$ cat src/gmsc_pkg.sv
// Package for the pin function map and spur configuration register group
package gmsc_pkg;
    // ==========================================================
    // Register map
    localparam logic [7:0] PIN9_FUNCTION_MAP_ADDR      = 8'he9;
    localparam logic [7:0] PIN10_FUNCTION_MAP_ADDR     = 8'hea;
    localparam logic [7:0] PIN11_FUNCTION_MAP_ADDR     = 8'heb;
    localparam logic [7:0] SPUR_REDUCTION_SETTING_ADDR = 8'hf7;
    localparam logic [7:0] REG_RESET_VALUE             = 8'h00;
    localparam logic [7:0] UNMAPPED_READ_VALUE         = 8'h00;
    // ==========================================================
    // Field layout
    localparam int         TABLE_INDEX_MSB   = 6;
    localparam int         DIRECTION_BIT     = 7;
    localparam int         TABLE_ENTRIES     = 128;
    localparam int         PIN_COUNT         = 3;
    localparam logic       DIR_CONTROL       = 1'b0;
    localparam logic       DIR_STATUS        = 1'b1;
    // ==========================================================
    // Timing
    localparam longint     CLK_FREQ_HZ       = 10_000_000;
    localparam longint     RECONFIG_TIME_MS  = 200;
    localparam longint     RECONFIG_CYCLES_L = (RECONFIG_TIME_MS * CLK_FREQ_HZ) / 1000;
    localparam int         RECONFIG_CNT_W    = 22;
    localparam logic [RECONFIG_CNT_W-1:0] RECONFIG_CYCLES =
        RECONFIG_CYCLES_L[RECONFIG_CNT_W-1:0];
    typedef enum logic [0:0] {GMSC_IDLE, GMSC_RECONFIG} gmsc_state_e;
endpackage

$ cat src/gmsc_top.sv
// Pin function map and spur reduction register group
// Functional notes
// - Bits 6:0 of each pin map register index one table bit.
// - Control and status tables hold 128 single-bit entries each.
// - Bit 7 zero: pin drives control bit; one: pin shows status bit.
// - Pin map registers reset to 0x00, leaving the pin unused.
// - Changing the spur setting starts a 200 ms reconfiguration.
module gmsc_top
    import gmsc_pkg::*;
(
    input  wire logic                     clk_i,
    input  wire logic                     rst_n_i,
    input  wire logic                     ce_i,
    input  wire logic                     reg_wr_i,
    input  wire logic                     reg_rd_i,
    input  wire logic [7:0]               reg_addr_i,
    input  wire logic [7:0]               reg_wdata_i,
    output logic      [7:0]               reg_rdata_o,
    output logic                          reconfig_busy_o,
    output logic      [7:0]               spur_setting_o,
    input  wire logic [TABLE_ENTRIES-1:0] status_table_i,
    output logic      [TABLE_ENTRIES-1:0] control_table_o,
    input  wire logic                     general_pin_nine_i,
    output logic                          general_pin_nine_o,
    output logic                          general_pin_nine_oe_o,
    input  wire logic                     general_pin_ten_i,
    output logic                          general_pin_ten_o,
    output logic                          general_pin_ten_oe_o,
    input  wire logic                     general_pin_eleven_i,
    output logic                          general_pin_eleven_o,
    output logic                          general_pin_eleven_oe_o
);
    // ==========================================================
    // Declarations
    logic [7:0]                map_r [PIN_COUNT];
    logic [7:0]                map_nxt [PIN_COUNT];
    logic [7:0]                spur_r;
    logic [7:0]                spur_nxt;
    logic [7:0]                rdata_r;
    logic [7:0]                rdata_nxt;
    logic [TABLE_ENTRIES-1:0]  ctrl_r;
    logic [TABLE_ENTRIES-1:0]  ctrl_nxt;
    gmsc_state_e               state_r;
    gmsc_state_e               state_nxt;
    logic [RECONFIG_CNT_W-1:0] cnt_r;
    logic [RECONFIG_CNT_W-1:0] cnt_nxt;
    logic                      busy_r;
    logic                      busy_nxt;
    logic [PIN_COUNT-1:0]      pin_raw;
    logic [PIN_COUNT-1:0]      s1_r;
    logic [PIN_COUNT-1:0]      s2_r;
    logic [PIN_COUNT-1:0]      s3_r;
    logic [PIN_COUNT-1:0]      pin_val_r;
    logic [PIN_COUNT-1:0]      pin_val_nxt;
    logic [PIN_COUNT-1:0]      pin_out;
    logic [PIN_COUNT-1:0]      pin_oe;
    logic [PIN_COUNT-1:0]      c_we;
    logic [TABLE_INDEX_MSB:0]  c_idx [PIN_COUNT];
    logic [PIN_COUNT-1:0]      c_val;
    logic                      access;

    assign pin_raw = {general_pin_eleven_i, general_pin_ten_i, general_pin_nine_i};
    assign access  = !busy_r;

    // ==========================================================
    // Pin input synchronisers
    always_comb begin
        for (int i = 0; i < PIN_COUNT; i++) begin
            pin_val_nxt[i] = (s2_r[i] == s3_r[i]) ? s3_r[i] : pin_val_r[i];
        end
    end

    always_ff @(posedge clk_i) begin
        if (!rst_n_i) begin
            s1_r      <= '0;
            s2_r      <= '0;
            s3_r      <= '0;
            pin_val_r <= '0;
        end else if (ce_i) begin
            s1_r      <= pin_raw;
            s2_r      <= s1_r;
            s3_r      <= s2_r;
            pin_val_r <= pin_val_nxt;
        end
    end

    // ==========================================================
    // Register writes and reads
    always_comb begin
        for (int i = 0; i < PIN_COUNT; i++) begin
            map_nxt[i] = map_r[i];
        end
        spur_nxt  = spur_r;
        rdata_nxt = rdata_r;
        if (access && reg_wr_i) begin
            case (reg_addr_i)
                PIN9_FUNCTION_MAP_ADDR:      map_nxt[0] = reg_wdata_i;
                PIN10_FUNCTION_MAP_ADDR:     map_nxt[1] = reg_wdata_i;
                PIN11_FUNCTION_MAP_ADDR:     map_nxt[2] = reg_wdata_i;
                SPUR_REDUCTION_SETTING_ADDR: spur_nxt   = reg_wdata_i;
                default: ;
            endcase
        end
        if (access && reg_rd_i) begin
            case (reg_addr_i)
                PIN9_FUNCTION_MAP_ADDR:      rdata_nxt = map_r[0];
                PIN10_FUNCTION_MAP_ADDR:     rdata_nxt = map_r[1];
                PIN11_FUNCTION_MAP_ADDR:     rdata_nxt = map_r[2];
                SPUR_REDUCTION_SETTING_ADDR: rdata_nxt = spur_r;
                default:                     rdata_nxt = UNMAPPED_READ_VALUE;
            endcase
        end
    end

    always_ff @(posedge clk_i) begin
        if (!rst_n_i) begin
            for (int i = 0; i < PIN_COUNT; i++) begin
                map_r[i] <= REG_RESET_VALUE;
            end
            spur_r  <= REG_RESET_VALUE;
            rdata_r <= UNMAPPED_READ_VALUE;
        end else if (ce_i) begin
            for (int i = 0; i < PIN_COUNT; i++) begin
                map_r[i] <= map_nxt[i];
            end
            spur_r  <= spur_nxt;
            rdata_r <= rdata_nxt;
        end
    end

    // ==========================================================
    // Reconfiguration timer
    always_comb begin
        state_nxt = state_r;
        cnt_nxt   = cnt_r;
        busy_nxt  = busy_r;
        case (state_r)
            GMSC_IDLE: begin
                if (access && reg_wr_i && reg_addr_i == SPUR_REDUCTION_SETTING_ADDR
                    && reg_wdata_i != spur_r) begin
                    state_nxt = GMSC_RECONFIG;
                    cnt_nxt   = RECONFIG_CYCLES - 1'b1;
                    busy_nxt  = 1'b1;
                end
            end
            GMSC_RECONFIG: begin
                if (cnt_r == '0) begin
                    state_nxt = GMSC_IDLE;
                    busy_nxt  = 1'b0;
                end else begin
                    cnt_nxt = cnt_r - 1'b1;
                end
            end
            default: begin
                state_nxt = GMSC_IDLE;
                busy_nxt  = 1'b0;
            end
        endcase
    end

    always_ff @(posedge clk_i) begin
        if (!rst_n_i) begin
            state_r <= GMSC_IDLE;
            cnt_r   <= '0;
            busy_r  <= 1'b0;
        end else if (ce_i) begin
            state_r <= state_nxt;
            cnt_r   <= cnt_nxt;
            busy_r  <= busy_nxt;
        end
    end

    // ==========================================================
    // Pin mapping
    for (genvar g = 0; g < PIN_COUNT; g++) begin : g_pin
        gmsc_pin_map u_map (
            .clk_i          (clk_i),
            .rst_n_i        (rst_n_i),
            .ce_i           (ce_i),
            .map_i          (map_r[g]),
            .pin_sync_i     (pin_val_r[g]),
            .status_table_i (status_table_i),
            .pin_o          (pin_out[g]),
            .pin_oe_o       (pin_oe[g]),
            .ctrl_we_o      (c_we[g]),
            .ctrl_idx_o     (c_idx[g]),
            .ctrl_val_o     (c_val[g])
        );
    end

    // Control table, later pins win on a shared index
    always_comb begin
        ctrl_nxt = ctrl_r;
        for (int i = 0; i < PIN_COUNT; i++) begin
            if (c_we[i]) begin
                ctrl_nxt[c_idx[i]] = c_val[i];
            end
        end
    end

    always_ff @(posedge clk_i) begin
        if (!rst_n_i) begin
            ctrl_r <= '0;
        end else if (ce_i) begin
            ctrl_r <= ctrl_nxt;
        end
    end

    // ==========================================================
    // Outputs
    assign reg_rdata_o             = rdata_r;
    assign reconfig_busy_o         = busy_r;
    assign spur_setting_o          = spur_r;
    assign control_table_o         = ctrl_r;
    assign general_pin_nine_o      = pin_out[0];
    assign general_pin_nine_oe_o   = pin_oe[0];
    assign general_pin_ten_o       = pin_out[1];
    assign general_pin_ten_oe_o    = pin_oe[1];
    assign general_pin_eleven_o    = pin_out[2];
    assign general_pin_eleven_oe_o = pin_oe[2];
endmodule

$ cat src/gmsc_pin_map.sv
// One general purpose pin mapped onto the control or status table
module gmsc_pin_map
    import gmsc_pkg::*;
(
    input  wire logic                     clk_i,
    input  wire logic                     rst_n_i,
    input  wire logic                     ce_i,
    input  wire logic [7:0]               map_i,
    input  wire logic                     pin_sync_i,
    input  wire logic [TABLE_ENTRIES-1:0] status_table_i,
    output logic                          pin_o,
    output logic                          pin_oe_o,
    output logic                          ctrl_we_o,
    output logic [TABLE_INDEX_MSB:0]      ctrl_idx_o,
    output logic                          ctrl_val_o
);
    logic                     pin_r;
    logic                     pin_nxt;
    logic                     oe_r;
    logic                     oe_nxt;
    logic [TABLE_INDEX_MSB:0] idx;
    logic                     dir;

    // ==========================================================
    // Field decode
    assign idx = map_i[TABLE_INDEX_MSB:0];
    assign dir = map_i[DIRECTION_BIT];

    always_comb begin
        pin_nxt = 1'b0;
        oe_nxt  = 1'b0;
        if (dir == DIR_STATUS) begin
            pin_nxt = status_table_i[idx];
            oe_nxt  = 1'b1;
        end
    end

    always_ff @(posedge clk_i) begin
        if (!rst_n_i) begin
            pin_r <= 1'b0;
            oe_r  <= 1'b0;
        end else if (ce_i) begin
            pin_r <= pin_nxt;
            oe_r  <= oe_nxt;
        end
    end

    assign pin_o      = pin_r;
    assign pin_oe_o   = oe_r;
    assign ctrl_we_o  = (map_i != REG_RESET_VALUE) && (dir == DIR_CONTROL);
    assign ctrl_idx_o = idx;
    assign ctrl_val_o = pin_sync_i;
endmodule

$ cat config.mk
export PLATFORM = sky130hd
export DESIGN_NAME = gmsc_top
export DESIGN_NICKNAME = d
export VERILOG_FILES = /design/src/gmsc_pkg.sv /design/src/gmsc_top.sv /design/src/gmsc_pin_map.sv
export SDC_FILE = /design/constraint.sdc
export NUM_CORES = 1
export LEC_CHECK = 0
export BUFFER_PORTS_ARGS = -buffer_cell sky130_fd_sc_hd__clkbuf_2
export CAP_MARGIN = 0
export CORE_MARGIN = 8
export CORE_UTILIZATION = 40
export CTS_BUF_LIST = sky130_fd_sc_hd__clkbuf_8
export CTS_CLUSTER_SIZE = 10
export DETAILED_ROUTE_END_ITERATION = 6
export HOLD_SLACK_MARGIN = 0.06
export PLACE_DENSITY = 0.61
export SKIP_CTS_REPAIR_TIMING = 1
export SLEW_MARGIN = 20
export SYNTH_ARGS = -nofsm -noshare
export SYNTH_HDL_FRONTEND = slang
export SYNTH_SLANG_ARGS = --single-unit
$ cat constraint.sdc
create_clock -name clk_i -period 3.2 [get_ports clk_i]
set_clock_uncertainty 0.2 [all_clocks]
set_input_delay 0.8 -clock clk_i [delete_from_list [all_inputs] [get_ports clk_i]]
set_output_delay 0.8 -clock clk_i [all_outputs]
set_load 0.01 [all_outputs]
==> impl_results.md <==
* Outcome: completed
* Hold Slack at ~0.25 ns
* Crit path max fanout at 16
* Max-Cap Viols at 0
* Residual DRC at 0
* Placed instance area at roughly 0.019 sq mm
* Max Slew Vio Count at 0
* TNS Setup at 0 ns
* WP data required at 3.50 ns
* Die area at 0.0494 sq mm
* Mapped cell area at 0.0170 sq mm
* Synth warn at 0
* Area leader, netlist: dfxtp_1
* Setup-failing EPs final at 0
* Net count reported at finish at 2462
* Synth Flop Type: dfxtp_1
* Top cell types by occurrence after synthesis: 267 x mux2i_1, 193 x clkbuf_1, 186 x dfxtp_1
* Worst Setup Start Kind: flop
* Gr usage total at 0.308
* Avg Vias per Cell at 6.85
* TritonCTS clock tree: built
* ANT nets after route at 0
* Clock buffer depth at 3
* # H-tree levels at 2
* Fin crit share at 0.887
* Synth cell types at 77
* Slew headroom at 0.384
* CTS root buffer: clkbuf_8
* I/O pin cnt at 303
* Unrepaired setup endpoints after global routing: no
* Clk_lat worst skew at 0.60 ns
* Routability cong. at 0.957
* Placement Rows at 75
* PnR Total Power at 0.00778 W
* DP HPWL at between 50000 and 60000 um
* R2r startpoint: map_r[0][15]$_SDFFCE_PN0P_
* Area share of the largest cell type after synthesis at 0.219
* Starting Density at 0.405
* Starting DRT DRC Count at slightly below 3000
* Slew @ Worst Pin at just over 0.9 ns
* Setup ws final at 0.361 ns
* Port Buffers at just over 300
* CTS buffer count at 40
* Drt first pass iters at 6
* Avg Cell Area, Syn at 8.13 sq um
* Minimum clock period at 2.84 ns
* Most numerous cell in the Yosys netlist: mux2i_1
* PwrDens at between 300 and 400 mW/mm^2
* Leak pwr at 7.94 nW
* Sequential fraction of the synthesis area at 0.261
* Initial antenna violation count at 2
* First-pass GRT wire length at 120000 um
* Layout cells sized above 1 at 0.239
* Die width at 222 um
* Critical path endpoint category: flop
* Area contributors post-synth: dfxtp_1 22%, mux2i_1 16%, o221ai_1 5.0%
* Pin count of the biggest net entering global routing at 155
* Crit path from: map_r[0][15]$_SDFFCE_PN0P_
* Hold Crit Start: general_pin_eleven_i
* Clock sinks at 210
* Drt total wl at 80900 um
* Pre-CTS setup slack at 0.0296 ns
* Reg clk slew, reported paths at 0.07 ns
* Maximum vdd ir drop at 392 uV
* GRT overflow at 0
* Die height at 222 um
* Seq cells post-synth at 210
* Fin area at 0.0201 sq mm
* Post-Syn Nets at around 2200
* Cells after Synth at 2094
* Core Area at 0.0420 sq mm
* EDFF count, synth at 24
* Fin. Hold Viols at 0
* Layout area overhead at 18.1%
* Critical path class: flop to flop
* CP arrival at roughly 3.1 ns
* Vias in the first global route at 18937
* Fmax at between 300 and 400 MHz
* DR WL/cell at 28.1 um
* Hold Crit Class: primary input to flop
* Via count at 19745
* Fraction of registers with async set/reset at 0
## final timing paths
path	to	slack (ns)	cells after the start
setup reg to reg	control_table_o[103]$_SDFFE_PN0P_	0.36	7
hold reg to reg	g_pin[2].u_map.pin_o$_SDFFE_PN0P_	0.25	2
setup / recovery	control_table_o[103]$_SDFFE_PN0P_	0.36	7
hold / removal	s1_r[2]$_SDFFE_PN0P_	0.25	3
## state kept, by name, indices dropped and copies added (netlist names)
name                  cells
g_pin.u_map.pin_o         3
reconfig_busy_o           1
reg_rdata_o               8
g_pin.u_map.pin_oe_o      3
map_r                    24
spur_setting_o            8
s3_r                      3
s1_r                      3
pin_val_r                 3
cnt_r                    22
s2_r                      3
control_table_o         128
state_r                   1
## cell usage in the layout, fill, tap and decap left out, drive strengths merged, types with 66 or more instances in the layout
cell type / count
clkbuf: 355
mux2i: 267
dfxtp: 186
nor2: 183
nand3: 162
o21ai: 131
nand2: 119
buf: 119
o221ai: 97
a311oi: 85
nor3: 66
## cell type report
| class | instances | area, sq um |
|---|---|---|
| inverters | 7 | 28.8 |
| clock buffers | 53 | 729 |
| well taps | 539 | 674 |
| flip-flops and latches | 210 | 4450 |
| fillers | 4108 | 21900 |
| diodes | 1 | 2.50 |
| multi-input cells | 1629 | 11600 |
| clock inverters | 21 | 92.6 |
| repair buffers | 421 | 2550 |
## where the power goes
part	leakage [nW]	switching, W	total [W]	internal, W
Sequential	1.76	0.000176	0.00298	0.00280
Clock	0.468	0.00131	0.00279	0.00148
Combinational	5.72	0.00127	0.00201	0.000744
Total	7.94	0.00276	0.00778	0.00503
## kinds of logic after synthesis
logic type / synth area share
simple gates: 0.206
compound gates: 0.262
mux: 0.200
buf+inv: 0.0607
flops: 0.261
xor+xnor: 0.00926
fa+ha+maj: 0.000734
## critical path, stage by stage, from the launching register on
cell and delay (ns):
edfxtp_1 0.54, buf_4 0.24, nor3_1 0.19, buf_4 0.19, nand3_1 0.52, o21ai_0 0.40
o221ai_1 0.18, a311oi_1 0.28
## stage by stage
stage / std cells / util
floorplan: 2094 / -
global placement: 2806 / 0.459
detailed placement: 2806 / 0.459
CTS: 2880 / 0.478
global route: 2880 / 0.478
finish: 2881 / 0.479
## metal layers
| layer | vias up | global-route usage | share of wire |
|---|---|---|---|
| met5 | - | 0 | 0 |
| met2 | 1391 | 0.461 | 0.43 |
| met1 | 9523 | 0.399 | 0.40 |
| met3 | 258 | 0.0913 | 0.13 |
| met4 | 0 | 0.151 | 0.050 |
| li1 | 8573 | - | - |
(Power assumes the default switching activity.)
